`src/pmh_pkg.sv`:
```
// Shared constants and types for the drive power mode and health monitor.
package pmh_pkg;

   // Clock and the millisecond time base.
   localparam int unsigned CLK_PERIOD_NS = 10;
   localparam int unsigned MS_NS         = 1000000;
   localparam int unsigned MS_CYCLES     = MS_NS / CLK_PERIOD_NS;

   // Times, in their own units, and the millisecond counts derived from them.
   localparam int unsigned AI_WAKE_MS    = 20;
   localparam int unsigned LP_WAKE_MS    = 300;
   localparam int unsigned SPINUP_MS     = 2000;
   localparam int unsigned AUTOSAVE_MIN  = 30;
   localparam int unsigned DEF_TIMER_MIN = 109;
   localparam int unsigned TIMER_UNIT_MS = 5000;
   localparam int unsigned AVG_INIT_MS   = 1000;
   localparam int unsigned MS_PER_MIN    = 60000;

   localparam logic [11:0] AI_WAKE     = 12'(AI_WAKE_MS);
   localparam logic [11:0] LP_WAKE     = 12'(LP_WAKE_MS);
   localparam logic [11:0] SPINUP_WAKE = 12'(SPINUP_MS);
   localparam logic [23:0] AUTOSAVE_MS = 24'(AUTOSAVE_MIN * MS_PER_MIN);
   localparam logic [23:0] DEF_TIMER   = 24'(DEF_TIMER_MIN * MS_PER_MIN);
   localparam logic [23:0] TIMER_UNIT  = 24'(TIMER_UNIT_MS);
   localparam logic [23:0] AVG_INIT    = 24'(AVG_INIT_MS);

   // Register byte addresses.
   localparam logic [7:0] ADDR_CMD    = 8'h00;
   localparam logic [7:0] ADDR_STAT   = 8'h04;
   localparam logic [7:0] ADDR_ID83   = 8'h08;
   localparam logic [7:0] ADDR_ID86   = 8'h0C;
   localparam logic [7:0] ADDR_ID91   = 8'h10;
   localparam logic [7:0] ADDR_SAVES  = 8'h14;
   localparam logic [7:0] ADDR_THR    = 8'h18;
   localparam logic [3:0] ATTR_PAGE   = 4'h2;

   // Command codes written to the low nibble of the command register.
   localparam logic [3:0] CMD_APM_EN   = 4'h1;
   localparam logic [3:0] CMD_APM_DIS  = 4'h2;
   localparam logic [3:0] CMD_IDLE     = 4'h3;
   localparam logic [3:0] CMD_STBY     = 4'h4;
   localparam logic [3:0] CMD_STBY_IMM = 4'h5;
   localparam logic [3:0] CMD_SLEEP    = 4'h6;
   localparam logic [3:0] CMD_MON_EN   = 4'h7;
   localparam logic [3:0] CMD_MON_DIS  = 4'h8;
   localparam logic [3:0] CMD_AS_EN    = 4'h9;
   localparam logic [3:0] CMD_AS_DIS   = 4'hA;

   // Power management level range and reset value.
   localparam logic [7:0] LVL_MIN   = 8'h01;
   localparam logic [7:0] LVL_MAX   = 8'hFE;
   localparam logic [7:0] LVL_RESET = 8'h80;

   // Identify words.
   localparam logic [15:0] ID83_BASE  = 16'h4000;
   localparam int unsigned APM_ID_BIT = 3;

   // Reliability attributes and their fixed thresholds (1 to 253).
   localparam int unsigned ATTR_N     = 4;
   localparam logic [7:0]  ATTR_RESET = 8'h64;
   localparam logic [7:0]  ATTR_THR [ATTR_N] = '{8'h06, 8'h1E, 8'h0A, 8'h33};

   localparam logic [1:0] RESP_OKAY   = 2'h0;
   localparam logic [1:0] RESP_SLVERR = 2'h2;

   typedef enum logic [6:0] {
      PS_ACTIVE      = 7'h01,
      PS_PERF_IDLE   = 7'h02,
      PS_ACTIVE_IDLE = 7'h04,
      PS_LP_IDLE     = 7'h08,
      PS_STANDBY     = 7'h10,
      PS_SLEEP       = 7'h20,
      PS_WAKE        = 7'h40
   } pmh_state_t;

endpackage

```
`src/pmh_top.sv`:
```
// Power mode sequencer and reliability monitor with an AXI4-Lite slave.
//
// Functional notes
// - Level is 8 bits, 01h to FEh.
// - Set-features subcommands enable or disable adaptive mode.
// - Standby on timer expiry or adaptive decision.
// - Identify word 83 bit 3 shows support.
// - Identify word 86 bit 3 shows enable.
// - Identify word 91 low byte shows level.
// - After commands, enter performance idle at once.
// - Active idle parks head, 20 ms recovery.
// - Low power idle unloads heads, 300 ms recovery.
// - Entry delay chosen from recent command intervals.
// - Same selection for low power and standby.
// - Monitoring is off until host enables it.
// - Thresholds lie between 1 and 253.
// - Negative status when any value reaches threshold.
// - Thresholds are fixed, host cannot change them.
// - Higher attribute value means better health.
// - Save attributes on each non-emergency head unload.
// - Unloads by commands, reset, adaptive, timer save.
// - Auto-save also every 30 minutes.
// - Count 00h sets a 109 minute timer.
//
// The placing of the registers and register access over AXI4-Lite are this design's own decisions.
`timescale 1ns/1ps
module pmh_top
   import pmh_pkg::*;
#(
   parameter int unsigned MS_CYC = MS_CYCLES
)
(
   input  wire logic        clk,
   input  wire logic        resetn,
   input  wire logic [7:0]  s_axi_awaddr,
   input  wire logic        s_axi_awvalid,
   output logic             s_axi_awready,
   input  wire logic [31:0] s_axi_wdata,
   input  wire logic [3:0]  s_axi_wstrb,
   input  wire logic        s_axi_wvalid,
   output logic             s_axi_wready,
   output logic [1:0]       s_axi_bresp,
   output logic             s_axi_bvalid,
   input  wire logic        s_axi_bready,
   input  wire logic [7:0]  s_axi_araddr,
   input  wire logic        s_axi_arvalid,
   output logic             s_axi_arready,
   output logic [31:0]      s_axi_rdata,
   output logic [1:0]       s_axi_rresp,
   output logic             s_axi_rvalid,
   input  wire logic        s_axi_rready,
   input  wire logic        hard_reset_pin_n,
   input  wire logic        emerg_unload_pin,
   output pmh_state_t       power_state,
   output logic             heads_loaded,
   output logic             spindle_on,
   output logic             attr_save,
   output logic             neg_status
);

   // Delay before entering a lower power state. Candidates run from a
   // quarter of the average interval up to twice it; the shortest one saves
   // the most energy, and is taken if its expected recovery penalty stays
   // under the bound that the level allows.
   function automatic logic [23:0] pmh_entry_delay(
      input logic [23:0] avg,
      input logic [7:0]  lvl,
      input logic [11:0] wake
   );
      logic [1:0]  sel;
      logic        found;
      logic [12:0] bound;
      sel   = 2'h3;
      found = 1'b0;
      bound = {1'b0, lvl, 4'h0} >> 3;
      for (int i = 0; i < 4; i++)
      begin
         if (!found && ({1'b0, wake} >> i) < bound)
         begin
            found = 1'b1;
            sel   = 2'(i);
         end
      end
      return 24'({1'b0, avg, 1'b0} >> (3 - sel));
   endfunction

   // AXI4-Lite slave state.
   logic        awready_reg, wready_reg, bvalid_reg, arready_reg, rvalid_reg;
   logic        aw_hold_reg, w_hold_reg;
   logic [7:0]  awaddr_reg;
   logic [31:0] wdata_reg;
   logic [3:0]  wstrb_reg;
   logic [1:0]  bresp_reg, rresp_reg;
   logic [31:0] rdata_reg;

   // Block state.
   pmh_state_t  state_reg, state_next;
   logic [11:0] wake_reg, wake_next;
   logic        heads_loaded_reg, heads_next, spindle_on_reg;
   logic        apm_en_reg, mon_en_reg, autosave_en_reg;
   logic [7:0]  apm_level_reg;
   logic [23:0] timer_ms_reg, idle_ms_reg, avg_ms_reg, as_ms_reg;
   logic [15:0] saves_reg;
   logic        attr_save_reg, neg_status_reg;
   logic [7:0]  attr_reg [ATTR_N];
   logic [19:0] tick_cnt_reg;
   logic        ms_tick_reg;
   logic        hr_s1, hr_s2, hr_s3, hr_lvl_reg;
   logic        em_s1, em_s2, em_s3, em_lvl_reg;

   assign s_axi_awready = awready_reg;
   assign s_axi_wready  = wready_reg;
   assign s_axi_bvalid  = bvalid_reg;
   assign s_axi_bresp   = bresp_reg;
   assign s_axi_arready = arready_reg;
   assign s_axi_rvalid  = rvalid_reg;
   assign s_axi_rdata   = rdata_reg;
   assign s_axi_rresp   = rresp_reg;
   assign power_state   = state_reg;
   assign heads_loaded  = heads_loaded_reg;
   assign spindle_on    = spindle_on_reg;
   assign attr_save     = attr_save_reg;
   assign neg_status    = neg_status_reg;

   // Bus decode.
   wire aw_acc   = s_axi_awvalid & awready_reg;
   wire w_acc    = s_axi_wvalid & wready_reg;
   wire ar_acc   = s_axi_arvalid & arready_reg;
   wire wr_go    = aw_hold_reg & w_hold_reg & ~bvalid_reg;
   wire wr_attr  = awaddr_reg[7:4] == ATTR_PAGE;
   wire wr_known = (awaddr_reg == ADDR_CMD) | wr_attr |
                   (awaddr_reg <= ADDR_THR && awaddr_reg[1:0] == 2'h0);
   wire rd_attr  = s_axi_araddr[7:4] == ATTR_PAGE;
   wire [1:0] rd_idx = s_axi_araddr[3:2];
   wire [1:0] wr_idx = awaddr_reg[3:2];

   // Host commands arrive through the command register.
   wire       cmd_fire  = wr_go & (awaddr_reg == ADDR_CMD) & wstrb_reg[0];
   wire [3:0] cmd_code  = wdata_reg[3:0];
   wire [7:0] cmd_arg   = wdata_reg[15:8];
   wire       cmd_sleep = cmd_code == CMD_SLEEP;
   wire       cmd_stby  = cmd_code == CMD_STBY || cmd_code == CMD_STBY_IMM;
   wire       lvl_ok    = cmd_arg >= LVL_MIN && cmd_arg <= LVL_MAX;
   wire       set_timer = cmd_code == CMD_IDLE || cmd_code == CMD_STBY;

   // Pins settle once the second and third stages agree.
   wire hr_evt = (hr_s2 == hr_s3) & ~hr_s3 & hr_lvl_reg;
   wire em_evt = (em_s2 == em_s3) & em_s3 & ~em_lvl_reg;

   // Adaptive entry delays, all from the same selection.
   wire [23:0] d_ai = pmh_entry_delay(avg_ms_reg, apm_level_reg, AI_WAKE);
   wire [23:0] d_lp = pmh_entry_delay(avg_ms_reg, apm_level_reg, LP_WAKE);
   wire [23:0] d_sb = pmh_entry_delay(avg_ms_reg, apm_level_reg, SPINUP_WAKE);
   wire timer_hit = timer_ms_reg != 24'h0000 && idle_ms_reg >= timer_ms_reg;

   wire unload_save = heads_loaded_reg & ~heads_next & ~em_evt;
   wire as_due      = autosave_en_reg & (as_ms_reg >= AUTOSAVE_MS);
   wire save_now    = unload_save | as_due;

   wire [15:0] id83 = ID83_BASE | (16'h0001 << APM_ID_BIT);
   wire [15:0] id86 = 16'({apm_en_reg, 3'h0});
   wire [15:0] id91 = apm_en_reg ? {8'h00, apm_level_reg} : 16'h0;
   wire [31:0] stat = {8'h00, apm_level_reg, 3'h0, heads_loaded_reg,
                       neg_status_reg, autosave_en_reg, mon_en_reg,
                       apm_en_reg, 1'b0, state_reg};
   // Thresholds are constants and have no write path.
   wire [31:0] thr  = {ATTR_THR[3], ATTR_THR[2], ATTR_THR[1], ATTR_THR[0]};

   logic [31:0] rd_data;
   logic        rd_ok;
   always_comb
   begin
      rd_ok   = 1'b1;
      rd_data = 32'h0000_0000;
      if (rd_attr)
         rd_data = {24'h00_0000, attr_reg[rd_idx]};
      else
         unique case (s_axi_araddr)
            ADDR_CMD:   rd_data = 32'h0000_0000;
            ADDR_STAT:  rd_data = stat;
            ADDR_ID83:  rd_data = {16'h0000, id83};
            ADDR_ID86:  rd_data = {16'h0000, id86};
            ADDR_ID91:  rd_data = {16'h0000, id91};
            ADDR_SAVES: rd_data = {16'h0000, saves_reg};
            ADDR_THR:   rd_data = thr;
            default:    rd_ok   = 1'b0;
         endcase
   end

   // Negative status only while monitoring is on; lower is worse.
   logic any_low;
   always_comb
   begin
      any_low = 1'b0;
      for (int i = 0; i < ATTR_N; i++)
         any_low = any_low | (attr_reg[i] <= ATTR_THR[i]);
   end

   // Power state sequencing.
   always_comb
   begin
      state_next = state_reg;
      wake_next  = wake_reg;
      if (hr_evt | em_evt)
         state_next = PS_STANDBY;
      else if (state_reg == PS_SLEEP)
         state_next = PS_SLEEP;
      else if (cmd_fire && cmd_sleep)
         state_next = PS_SLEEP;
      else if (cmd_fire && cmd_stby)
         state_next = PS_STANDBY;
      else if (cmd_fire)
      begin
         unique case (state_reg)
            PS_ACTIVE_IDLE:
            begin
               state_next = PS_WAKE;
               wake_next  = AI_WAKE;
            end
            PS_LP_IDLE:
            begin
               state_next = PS_WAKE;
               wake_next  = LP_WAKE;
            end
            PS_STANDBY:
            begin
               state_next = PS_WAKE;
               wake_next  = SPINUP_WAKE;
            end
            PS_WAKE:       state_next = PS_WAKE;
            default:       state_next = PS_ACTIVE;
         endcase
      end
      else
         unique case (state_reg)
            PS_ACTIVE:      state_next = PS_PERF_IDLE;
            PS_PERF_IDLE:
               if (timer_hit)
                  state_next = PS_STANDBY;
               else if (apm_en_reg && idle_ms_reg >= d_ai)
                  state_next = PS_ACTIVE_IDLE;
            PS_ACTIVE_IDLE:
               if (timer_hit)
                  state_next = PS_STANDBY;
               else if (apm_en_reg && idle_ms_reg >= d_lp)
                  state_next = PS_LP_IDLE;
            PS_LP_IDLE:
               if (timer_hit || (apm_en_reg && idle_ms_reg >= d_sb))
                  state_next = PS_STANDBY;
            PS_WAKE:
               if (wake_reg == 12'h000)
                  state_next = PS_ACTIVE;
               else if (ms_tick_reg)
                  wake_next = wake_reg - 12'h001;
            default:        state_next = state_reg;
         endcase
   end

   // Heads stay where they were while recovering.
   assign heads_next = (state_next == PS_WAKE) ? heads_loaded_reg :
                       (state_next == PS_ACTIVE ||
                        state_next == PS_PERF_IDLE ||
                        state_next == PS_ACTIVE_IDLE);

   // Pin synchronisers.
   always_ff @(posedge clk or negedge resetn)
   begin
      if (!resetn)
      begin
         {hr_s1, hr_s2, hr_s3, hr_lvl_reg} <= 4'hF;
         {em_s1, em_s2, em_s3, em_lvl_reg} <= 4'h0;
      end
      else
      begin
         {hr_s1, hr_s2, hr_s3} <= {hard_reset_pin_n, hr_s1, hr_s2};
         {em_s1, em_s2, em_s3} <= {emerg_unload_pin, em_s1, em_s2};
         hr_lvl_reg <= (hr_s2 == hr_s3) ? hr_s3 : hr_lvl_reg;
         em_lvl_reg <= (em_s2 == em_s3) ? em_s3 : em_lvl_reg;
      end
   end

   // Write channel: address and data taken in either order.
   always_ff @(posedge clk or negedge resetn)
   begin
      if (!resetn)
      begin
         {awready_reg, wready_reg, aw_hold_reg, w_hold_reg} <= 4'hC;
         {bvalid_reg, bresp_reg, awaddr_reg} <= 11'h000;
         {wdata_reg, wstrb_reg} <= 36'h0_0000_0000;
      end
      else
      begin
         if (aw_acc)
         begin
            {aw_hold_reg, awready_reg} <= 2'h2;
            awaddr_reg <= s_axi_awaddr;
         end
         if (w_acc)
         begin
            {w_hold_reg, wready_reg} <= 2'h2;
            {wdata_reg, wstrb_reg} <= {s_axi_wdata, s_axi_wstrb};
         end
         if (wr_go)
         begin
            {aw_hold_reg, w_hold_reg, bvalid_reg} <= 3'h1;
            bresp_reg <= wr_known ? RESP_OKAY : RESP_SLVERR;
         end
         if (bvalid_reg && s_axi_bready)
            {bvalid_reg, awready_reg, wready_reg} <= 3'h3;
      end
   end

   // Read channel: one cycle from address to data.
   always_ff @(posedge clk or negedge resetn)
   begin
      if (!resetn)
      begin
         {arready_reg, rvalid_reg, rresp_reg} <= 4'h8;
         rdata_reg <= 32'h0000_0000;
      end
      else if (ar_acc)
      begin
         {arready_reg, rvalid_reg} <= 2'h1;
         rdata_reg <= rd_data;
         rresp_reg <= rd_ok ? RESP_OKAY : RESP_SLVERR;
      end
      else if (rvalid_reg && s_axi_rready)
         {arready_reg, rvalid_reg} <= 2'h2;
   end

   // Millisecond enable.
   always_ff @(posedge clk or negedge resetn)
   begin
      if (!resetn)
         {tick_cnt_reg, ms_tick_reg} <= 21'h00_0000;
      else
      begin
         ms_tick_reg  <= tick_cnt_reg == 20'(MS_CYC - 1);
         tick_cnt_reg <= (tick_cnt_reg == 20'(MS_CYC - 1)) ? 20'h0_0000 :
                         tick_cnt_reg + 20'h0_0001;
      end
   end

   // Settings written by commands.
   always_ff @(posedge clk or negedge resetn)
   begin
      if (!resetn)
      begin
         {apm_en_reg, mon_en_reg, autosave_en_reg} <= 3'h0;
         apm_level_reg <= LVL_RESET;
         timer_ms_reg  <= 24'h00_0000;
      end
      else if (cmd_fire)
      begin
         if (cmd_code == CMD_APM_EN && lvl_ok)
         begin
            apm_en_reg    <= 1'b1;
            apm_level_reg <= cmd_arg;
         end
         if (cmd_code == CMD_APM_DIS)
            apm_en_reg <= 1'b0;
         if (set_timer)
            timer_ms_reg <= (cmd_arg == 8'h00) ? DEF_TIMER :
                            24'(cmd_arg) * TIMER_UNIT;
         if (cmd_code == CMD_MON_EN || cmd_code == CMD_MON_DIS)
            mon_en_reg <= cmd_code == CMD_MON_EN;
         if (cmd_code == CMD_AS_EN || cmd_code == CMD_AS_DIS)
            autosave_en_reg <= cmd_code == CMD_AS_EN;
      end
   end

   // Power state, interval measurement and attribute saving.
   always_ff @(posedge clk or negedge resetn)
   begin
      if (!resetn)
      begin
         state_reg <= PS_PERF_IDLE;
         wake_reg  <= 12'h000;
         {heads_loaded_reg, spindle_on_reg} <= 2'h3;
         {idle_ms_reg, as_ms_reg} <= 48'h0000_0000_0000;
         avg_ms_reg <= AVG_INIT;
         {saves_reg, attr_save_reg, neg_status_reg} <= 18'h0_0000;
      end
      else
      begin
         state_reg        <= state_next;
         wake_reg         <= wake_next;
         heads_loaded_reg <= heads_next;
         spindle_on_reg   <= state_next != PS_STANDBY &&
                             state_next != PS_SLEEP;
         if (cmd_fire)
         begin
            idle_ms_reg <= 24'h00_0000;
            avg_ms_reg  <= avg_ms_reg - (avg_ms_reg >> 2) +
                           (idle_ms_reg >> 2);
         end
         else if (ms_tick_reg && idle_ms_reg != 24'hFF_FFFF)
            idle_ms_reg <= idle_ms_reg + 24'h00_0001;
         if (save_now)
            as_ms_reg <= 24'h00_0000;
         else if (ms_tick_reg && !as_due)
            as_ms_reg <= as_ms_reg + 24'h00_0001;
         attr_save_reg  <= save_now;
         saves_reg      <= saves_reg + 16'(save_now);
         neg_status_reg <= mon_en_reg & any_low;
      end
   end

   // Attribute values are posted by the drive's own firmware.
   always_ff @(posedge clk or negedge resetn)
   begin
      if (!resetn)
         for (int i = 0; i < ATTR_N; i++)
            attr_reg[i] <= ATTR_RESET;
      else if (wr_go && wr_attr && wstrb_reg[0])
         attr_reg[wr_idx] <= wdata_reg[7:0];
   end

   chk_level_range: assert property (
      @(posedge clk) disable iff (!resetn)
      apm_en_reg |-> (apm_level_reg >= LVL_MIN && apm_level_reg <= LVL_MAX))
      else $error("Level outside its range while enabled.");

   chk_apm_onoff: assert property (
      @(posedge clk) disable iff (!resetn)
      cmd_fire && cmd_code == CMD_APM_DIS |=> !apm_en_reg ##1 !apm_en_reg)
      else $error("Disable subcommand left adaptive mode on.");

   chk_timer_standby: assert property (
      @(posedge clk) disable iff (!resetn)
      timer_hit && !cmd_fire && !hr_evt && !em_evt &&
      (state_reg == PS_PERF_IDLE || state_reg == PS_LP_IDLE)
      |=> state_reg == PS_STANDBY && !heads_loaded_reg)
      else $error("Timer expiry did not reach standby.");

   chk_id_words: assert property (
      @(posedge clk) disable iff (!resetn)
      ar_acc && s_axi_araddr == ADDR_ID91
      |=> s_axi_rvalid && s_axi_rdata[7:0] ==
          ($past(apm_en_reg) ? $past(apm_level_reg) : 8'h00))
      else $error("Identify word shows a wrong level.");

   chk_perf_after_cmd: assert property (
      @(posedge clk) disable iff (!resetn)
      state_reg == PS_ACTIVE && !cmd_fire && !hr_evt && !em_evt
      |=> state_reg == PS_PERF_IDLE ##1 heads_loaded_reg)
      else $error("No performance idle after a command.");

   chk_ai_recovery: assert property (
      @(posedge clk) disable iff (!resetn)
      state_reg == PS_ACTIVE_IDLE && cmd_fire && !cmd_sleep && !cmd_stby &&
      !hr_evt && !em_evt
      |=> state_reg == PS_WAKE && wake_reg == AI_WAKE && idle_ms_reg == 0)
      else $error("Wake from active idle not loaded with 20 ms.");

   chk_save_on_unload: assert property (
      @(posedge clk) disable iff (!resetn)
      heads_loaded_reg && !heads_next && !em_evt |=> attr_save_reg)
      else $error("Head unload did not save attributes.");

   chk_no_emerg_save: assert property (
      @(posedge clk) disable iff (!resetn)
      em_evt && !as_due |=> !attr_save_reg)
      else $error("Emergency unload saved attributes.");

   chk_neg_status: assert property (
      @(posedge clk) disable iff (!resetn)
      mon_en_reg && attr_reg[0] <= ATTR_THR[0] |=> neg_status_reg)
      else $error("Low attribute not reported as negative.");

   chk_monitor_off: assert property (
      @(posedge clk) disable iff (!resetn)
      !mon_en_reg |=> !neg_status_reg)
      else $error("Negative status while monitoring is off.");

endmodule

```
`config.mk`:
```
export PLATFORM = sky130hd
export DESIGN_NAME = pmh_top
export DESIGN_NICKNAME = d
export VERILOG_FILES = /design/src/pmh_pkg.sv /design/src/pmh_top.sv
export SDC_FILE = /design/constraint.sdc
export NUM_CORES = 1
export LEC_CHECK = 0
export BUFFER_PORTS_ARGS = -buffer_cell sky130_fd_sc_hd__clkbuf_2
export CORE_MARGIN = 1.5
export CORE_UTILIZATION = 60
export CTS_CLUSTER_SIZE = 25
export DETAILED_ROUTE_END_ITERATION = 16
export GPL_TIMING_DRIVEN = 0
export PLACE_DENSITY = 0.82
export SYNTH_ARGS = -nofsm -noshare
export SYNTH_HDL_FRONTEND = slang
export SYNTH_SLANG_ARGS = --single-unit
```
`constraint.sdc`:
```
create_clock -name clk -period 6.8 [get_ports clk]
set_input_delay 0 -clock clk [delete_from_list [all_inputs] [get_ports clk]]
set_output_delay 0 -clock clk [all_outputs]
set_load 0.02 [all_outputs]
```
==> insert_results.sql, run 1 <==
INSERT INTO impl_metrics (metric_group, metric, value, unit) VALUES
('status', 'status', 'finished clean', ''),
('drt', 'via_count', '15900', ''),
('clock_network', 'tritoncts.num_buffers', '29', ''),
('finish', 'fin_cells', '2582', ''),
('floorplanning', 'die_h', '178', 'um'),
('hold_path', 'hold_path_class', 'input pin to register', ''),
('clock_network', 'cts-htree-levels', '1', ''),
('pwr', 'pwr_density_cell', '288', 'nW/um^2'),
('finish', 'final_layout_size_suffix_gt1_share', '14.8', '%'),
('pwr', 'internal-power', '3.74', 'mW'),
('finish', 'finalNetCount', '2434', ''),
('logic_synthesis', 'ys_seq_area_share', '35.7', '%'),
('logic_synthesis', 'synth.area.mux_share', '7.44', '%'),
('pwr', 'fin_total_pwr', '6.00', 'mW'),
('floorplanning', 'coreArea', '29900', 'sq um'),
('logic_synthesis', 'post_synth_inst_count', '2011', ''),
('drt', 'drt_first_pass_iters', '8', ''),
('finish', 'fin_util', '69.8', '%'),
('pwr', 'comb_power_share', '42.0', '%'),
('setup_path', 'critical_path.max_fanout', '10', ''),
('floorplanning', 'io-pin-count', '113', ''),
('timing', 'max_freq', '0.151', 'GHz'),
('timing', 'timing.final.setup_violations', '0', ''),
('pwr', 'seqPwrFrac', '30.9', '%'),
('logic_synthesis', 'top_ff_cell_synth', 'dfrtp_1', ''),
('finish', 'number_of_flip_flops_under_the_largest_register_name', '32', ''),
('floorplanning', 'floorplan.initialDensity', '61.5', '%'),
('logic_synthesis', 'synth_xor_area_share', '5.19', '%'),
('global_routing', 'gr-usage-all-layers', '31.6', '%'),
('placed_design', 'io_buffer_count', '85', ''),
('setup_path', 'worst-endpoint-arrival', '7130', 'ps'),
('clock_network', 'cts.sinks', '261', ''),
('global_routing', 'grt_pass1_wl', '79.3', 'mm'),
('drt', 'avgRoutedWirePerCell', '19.2', 'um'),
('timing', 'final-max-slew-violation-count', '0', ''),
('setup_path', 'setup.worst_path.class', 'register to register', ''),
('global_routing', 'grt_pass1_vias', '15600', ''),
('timing', 'hold_viol', '0', ''),
('drt', 'drtIter0Drc', '1500', ''),
('floorplanning', 'num_rows', '63', ''),
('placed_design', 'post-place-cells', '2493', ''),
('floorplanning', 'die-width', '178', 'um'),
('pwr', 'power_frac_clock', '27.2', '%'),
('timing', 'tns', '0', 'ps'),
('timing', 'skew', '20.0', 'ps'),
('placed_design', 'finalWeightedCongestion', '0.939', ''),
('clock_network', 'cts.reportedPaths.clkPinSlew', '70', 'ps'),
('logic_synthesis', 'asyncSetResetFlopFracSynth', '100', '%'),
('logic_synthesis', 'synthAdderAreaFrac', '15.3', '%'),
('drt', 'detail_route.drc_violations', '0', ''),
('timing', 'finalCritPeriodShare', '97.4', '%'),
('drt', 'drt.antenna.violating_nets', '0', ''),
('floorplanning', 'total_die_area', '31700', 'sq um'),
('setup_path', 'worstSetupEndpointType', 'register', ''),
('global_routing', 'grt_remaining_overflow', '0', ''),
('hold_path', 'min_path_cells', '4', ''),
('clock_network', 'clock_path_buffers', '3', ''),
('finish', 'area.growth.synth_to_final', '13.4', '%'),
('drt', 'finalWirelength', '49.5', 'mm'),
('pwr', 'total_switching_power', '2.26', 'mW'),
('timing', 'slew_headroom', '14.1', '%'),
('pwr', 'static-leakage-power', '9.95', 'nW'),
('setup_path', 'worstPathRequired', '7300', 'ps'),
('clock_network', 'clock_latency', '590', 'ps'),
('logic_synthesis', 'ys.warnings.count', '0', ''),
('setup_path', 'cp-start-kind', 'register', ''),
('global_routing', 'largest_net_degree_at_the_start_of_global_routing', '118', ''),
('logic_synthesis', 'count_of_flip_flops_with_a_built_in_enable_after_synthesis', '0', ''),
('setup_path', 'reg2regPathDepth', '24', ''),
('logic_synthesis', 'combinational_family_with_the_most_area_after_synthesis', 'simple AND/OR/NAND/NOR gates', ''),
('drt', 'routed_via_density', '6.14', '');
## per-stage QoR
step           instance area [sq um]  worst slack [ps]
3_5_place_dp                   19400              -831
6_report                       20800               175
4_1_cts                        20800              35.7
3_3_place_gp                   19300              -674
2_1_floorplan                  18400               737
5_1_grt                        20800             -1.95
## worst paths after layout
path                                         startpoint                         end  slack [ps]
min reg2reg                             hr_s1$_DFF_PN1_             hr_s2$_DFF_PN1_         360
min                                     s_axi_araddr[5]  s_axi_rresp[1]$_DFFE_PN0P_          40
max reg2reg                apm_level_reg[1]$_DFFE_PN0P_     saves_reg[14]$_DFF_PN0_         170
min in group asynchronous                        resetn   avg_ms_reg[8]$_DFFE_PN1P_          60
max in group asynchronous                        resetn             hr_s3$_DFF_PN1_        5690
max                        apm_level_reg[1]$_DFFE_PN0P_     saves_reg[14]$_DFF_PN0_         170
## final cells by class
| type | instances | area [sq um] |
|---|---|---|
| Timing Repair Buffer | 124 | 877 |
| Buffer | 83 | 392 |
| Clock inverter | 16 | 164 |
| Antenna cell | 1 | 2.50 |
| Multi-Input combinational cell | 1487 | 10800 |
| Tap cell | 390 | 488 |
| Inverter | 182 | 683 |
| Sequential cell | 261 | 6570 |
| Fill cell | 2155 | 9030 |
| Clock buffer | 38 | 830 |
## placed cells by master, fill, tap and decap left out, types with 29 or more instances in the layout
cell type      instances
clkbuf_2              88
clkbuf_1              58
fa_1                  34
clkbuf_16             29
ha_1                 171
nand4_1               31
a21oi_1              130
dfrtp_1              232
nand3_1               50
nand2_1              236
nor2_1               166
nor3_1                33
mux2i_1               32
o21ai_0              107
mux2_2                77
xor2_1                39
inv_1                182
dlygate4sd3_1         36
dfstp_2               29
xnor2_1               70
## repair_timing
item | CTS | global route
hold buffers | 37 | 0
endpoints found under the setup margin | 16 | 12
buffers inserted | 0 | 0
resized for setup | 7 | 24
hold endpoints to repair | 196 | 0
## logic make-up (layout without fill, tap and decap cells)
family                     count (synthesis)  after routing
AOI/OAI and AO/OA                        418            418
xor gates and xnor gates                 109            109
adders and majority gates                205            205
buffers and inverters                    268            443
DFF                                      261            261
muxes                                    117            117
other                                      1              7
and+or+nand+nor                          632            632
## Yosys cell counts, types with 9 or more instances
| cell type | n | area share [%] |
|---|---|---|
| nand2_1 | 236 | 4.8 |
| dfrtp_1 | 232 | 32 |
| inv_1 | 182 | 3.7 |
| ha_1 | 171 | 12 |
| nor2_1 | 166 | 3.4 |
| a21oi_1 | 132 | 3.6 |
| o21ai_0 | 107 | 2.9 |
| mux2_2 | 77 | 4.7 |
| xnor2_1 | 70 | 3.3 |
| clkbuf_1 | 66 | 1.3 |
| nand3_1 | 51 | 1.4 |
| xor2_1 | 39 | 1.9 |
| fa_1 | 34 | 3.7 |
| nor3_1 | 33 | 0.90 |
| mux2i_1 | 32 | 1.7 |
| nand4_1 | 31 | 1.1 |
| dfstp_2 | 29 | 4.1 |
| a21oi_2 | 20 | 0.95 |
| a211oi_1 | 17 | 0.69 |
| and3_1 | 17 | 0.58 |
| a21o_1 | 16 | 0.65 |
| nor2b_1 | 15 | 0.51 |
| o22ai_1 | 13 | 0.44 |
| a22oi_1 | 12 | 0.49 |
| nand2b_1 | 12 | 0.41 |
| buf_4 | 11 | 0.45 |
| nor4_1 | 10 | 0.34 |
| o31ai_1 | 10 | 0.41 |
| a22o_1 | 9 | 0.43 |
| or4_1 | 9 | 0.37 |
## power by group through the flow
stage	Sequential (mW)	Combinational, mW	Clock [mW]
floorplan	1.83	1.88	0
global placement	1.85	2.32	0
detailed placement	1.87	2.47	0
CTS	1.84	2.51	1.64
global route	1.87	2.88	1.70
finish	1.85	2.52	1.63
## metal layers
| metal | GRT usage [%] | share of wire [%] |
|---|---|---|
| met4 | 12.1 | 3.4 |
| met1 | 41.7 | 41 |
| met3 | 5.03 | 8.1 |
| met2 | 52.4 | 48 |
| met5 | 0 | 0 |
## worst max-delay path, stage by stage, from the launching register on
cell      delay [ps]
dfrtp_1          320
clkbuf_1         450
a21oi_1          240
o21ai_2          390
clkbuf_1         490
a21oi_1          200
nand2_1          100
nand2_1           70
ha_1             290
a211o_1          120
a31oi_1           50
or4_4            530
a211oi_2         300
nor2_1            80
or4b_4           520
a221oi_4         380
xnor2_1          150
o41a_4           530
and2_2           250
ha_1             230
ha_1             240
and3_1           210
nor2b_1          180
nand3_1          110
xnor2_1          120
No activity file was read; power rests on OpenSTA's default activity.
==> run 2, diff against run 1 <==
Settings changed: CTS_BUF_LIST set to sky130_fd_sc_hd__clkbuf_16.
==> run 2 against run 1 <==
Against the previous run: worst hold slack worse by 3.9 ps; final cell count did not move; clock skew grew 2.0 ps; sequential share of layout area grew 0.11 points; via count about the same; critical path depth is the same; combinational power about the same; global-route usage decreased by 0.082 points; highest routed layer unchanged; die area stayed put; sequential cell count unchanged; setup slack better by 25 ps; first-iteration DRC count shrank 3.4%.
==> insert_results.sql, run 2 (synthesis gave the netlist of run 1 again) <==
INSERT INTO impl_metrics (metric_group, metric, value, unit) VALUES
('drt', 'via_count', '15900', ''),
('finish', 'fillerInstances', '2166', ''),
('timing', 'fin_crit', '6600', 'ps'),
('clock_network', 'post_cts.repair.setup_buffers', '0', ''),
('finish', 'multi_input_area', '10800', 'sq um'),
('timing', 'skew', '21.9', 'ps'),
('global_routing', 'gr-usage-all-layers', '31.5', '%'),
('floorplanning', 'coreArea', '29900', 'sq um'),
('pwr', 'static-leakage-power', '9.92', 'nW'),
('global_routing', 'grt_pass1_vias', '15500', ''),
('finish', 'area.sequential', '6570', 'sq um'),
('setup_path', 'setup.worst_path.class', 'register to register', ''),
('timing', 'tns', '0', 'ps'),
('global_routing', 'number_of_antenna_violations_at_the_first_check_in_global_routing', '0', ''),
('drt', 'avgRoutedWirePerCell', '19.2', 'um'),
('floorplanning', 'die-width', '178', 'um'),
('setup_path', 'cp_slowest_stage_delay', '530', 'ps'),
('drt', 'drtIter0Drc', '1449', ''),
('pwr', 'fin_total_pwr', '5.91', 'mW'),
('floorplanning', 'total_die_area', '31700', 'sq um'),
('setup_path', 'cp.buffers_inverters', '2', ''),
('placed_design', 'io_buffer_count', '85', ''),
('clock_network', 'clock_path_buffers', '3', ''),
('pwr', 'vdd.ir_drop.worst', '0.668', 'mV'),
('placed_design', 'dpl.hpwl', '35.9', 'mm'),
('setup_path', 'crit_path_frequent_cell', 'ha_1', ''),
('status', 'status', 'finished clean', ''),
('clock_network', 'cts.reportedPaths.clkPinSlew', '60', 'ps'),
('drt', 'topRoutingLayerUsed', 'met4', ''),
('clock_network', 'clock_latency', '580', 'ps'),
('drt', 'met3WireLength', '3.80', 'mm'),
('drt', 'routed_via_density', '6.14', ''),
('timing', 'max_freq', '0.152', 'GHz'),
('drt', 'met2RoutedLength', '23.6', 'mm'),
('clock_network', 'clock_tree.root_cell', 'clkbuf_16', ''),
('finish', 'final_cell_mix', 'nand2_1, dfrtp_1, inv_1, ha_1, nor2_1', ''),
('finish', 'number_of_flip_flops_under_the_largest_register_name', '32', ''),
('finish', 'finalNetCount', '2434', ''),
('clock_network', 'tritoncts.num_buffers', '29', ''),
('finish', 'area.growth.synth_to_final', '13.0', '%'),
('pwr', 'pwr_density_cell', '285', 'nW/um^2'),
('setup_path', 'crit_path_top_delay_cell', 'or4_4', ''),
('drt', 'met1_routed_wirelength_after_detailed_routing', '20.5', 'mm'),
('setup_path', 'critical_path.top_delay_family', 'compound AO/OA/AOI/OAI gates', ''),
('placed_design', 'finalWeightedCongestion', '0.939', ''),
('timing', 'timing.final.setup_violations', '0', ''),
('setup_path', 'worstPathRequired', '7290', 'ps'),
('clock_network', 'cts.sinks', '261', ''),
('floorplanning', 'floorplan.initialDensity', '61.5', '%'),
('drt', 'finalWirelength', '49.5', 'mm'),
('timing', 'final-max-slew-violation-count', '0', ''),
('timing', 'worst_slack', '200', 'ps'),
('setup_path', 'worstPathCellList', 'clkbuf_1, a21oi_1, o21ai_2, clkbuf_1, a21oi_1, nand2_1, nand2_1, ha_1, a211o_1, a31oi_1, or4_4, a211oi_2, nor2_1, or4b_4, a221oi_4, xnor2_1, o41a_4, and2_2, ha_1, ha_1, and3_1, nor2b_1, nand3_1, xnor2_1', ''),
('setup_path', 'worstSetupEndpointType', 'register', ''),
('placed_design', 'dp_slack', '-831', 'ps'),
('timing', 'final_hold_slack', '37.6', 'ps'),
('timing', 'finalCritPeriodShare', '97.1', '%'),
('clock_network', 'cts-htree-levels', '1', ''),
('floorplanning', 'die_h', '178', 'um'),
('timing', 'tightestPinTransition', '1290', 'ps'),
('finish', 'fin_util', '69.5', '%'),
('hold_path', 'hold_path_class', 'input pin to register', ''),
('drt', 'detail_route.drc_violations', '0', ''),
('global_routing', 'largest_net_degree_at_the_start_of_global_routing', '118', ''),
('global_routing', 'grt_pass1_wl', '79.1', 'mm'),
('setup_path', 'critical_path.max_fanout', '10', ''),
('clock_network', 'tritoncts', 'done', ''),
('drt', 'drt_first_pass_iters', '6', ''),
('finish', 'mostFrequentLayoutCell', 'nand2_1', ''),
('setup_path', 'worst-endpoint-arrival', '7090', 'ps'),
('floorplanning', 'io-pin-count', '113', ''),
('drt', 'drt.antenna.violating_nets', '0', ''),
('run', 'max_cap_viol_count', '0', ''),
('finish', 'final_layout_size_suffix_gt1_share', '14.5', '%'),
('timing', 'slew_headroom', '13.2', '%'),
('global_routing', 'grt_remaining_overflow', '0', ''),
('floorplanning', 'num_rows', '63', ''),
('setup_path', 'cp-start-kind', 'register', ''),
('timing', 'hold_viol', '0', '');
-- run 2: cell count changes in the layout (fill, tap and decap cells not counted), sizes merged --
cell,previous run,this run
clkbuf,184,175
clkinv,8,15
inv,185,187
-- run 2: what timing repair did --
item	4_1_cts	5_1_grt
endpoints found under the setup margin	16	12
gates resized for setup	7	24
gates cloned	0	0
hold endpoints to repair	195	0
hold buffers	37	0
pin swaps	0	0
-- run 2: power breakdown --
group,internal [mW],total [mW],leakage (nW),switching [mW]
Sequential,1.69,1.85,3.45,0.158
Clock,0.859,1.54,0.458,0.682
Combinational,1.11,2.52,6.02,1.41
Total,3.66,5.91,9.92,2.25
-- run 2: worst paths after layout --
kind | startpoint | endpoint | slack (ps) | cells past startpoint
setup / recovery | apm_level_reg[1]$_DFFE_PN0P_ | saves_reg[12]$_DFF_PN0_ | 200 | 24
hold / removal | s_axi_araddr[0] | s_axi_rdata[28]$_DFFE_PN0P_ | 40 | 4
setup reg to reg | apm_level_reg[1]$_DFFE_PN0P_ | saves_reg[12]$_DFF_PN0_ | 200 | 24
hold reg to reg | hr_s1$_DFF_PN1_ | hr_s2$_DFF_PN1_ | 360 | 0
max in group asynchronous | resetn | hr_s3$_DFF_PN1_ | 5690 | 4
min in group asynchronous | resetn | avg_ms_reg[7]$_DFFE_PN1P_ | 70 | 2
-- run 2: worst reg2reg max path: cells and delay by family, from the launching register on --
kind / cells / cell delay, ps
compound gates: 8 / 2210
fa+ha+maj: 3 / 760
flops: 1 / 320
xor+xnor: 2 / 280
buf+inv: 2 / 930
simple gates: 9 / 2010
-- run 2: metrics by stage --
| step | cell area, sq um | std cells |
|---|---|---|
| 3_3_place_gp | 19300 | 2491 |
| 2_1_floorplan | 18400 | 2016 |
| 4_1_cts | 20700 | 2584 |
| 5_1_grt | 20800 | 2581 |
| 6_report | 20800 | 2582 |
| 3_5_place_dp | 19400 | 2493 |
-- run 2: final cells by class --
class	count	share of cell area, %
clock buffer	29	3.49
inverter	182	3.29
sequential	261	31.6
clock inverter	25	0.952
multi-input combinational	1487	52.2
timing repair buffer	124	4.22
buffer	83	1.89
tap	390	2.35
antenna	1	0.0120
-- run 2: routing by layer --
layer,vias up,track usage [%]
li1,7316,-
met1,7788,41.7
met2,642,52.2
met3,119,4.94
met4,0,12.0
met5,-,0
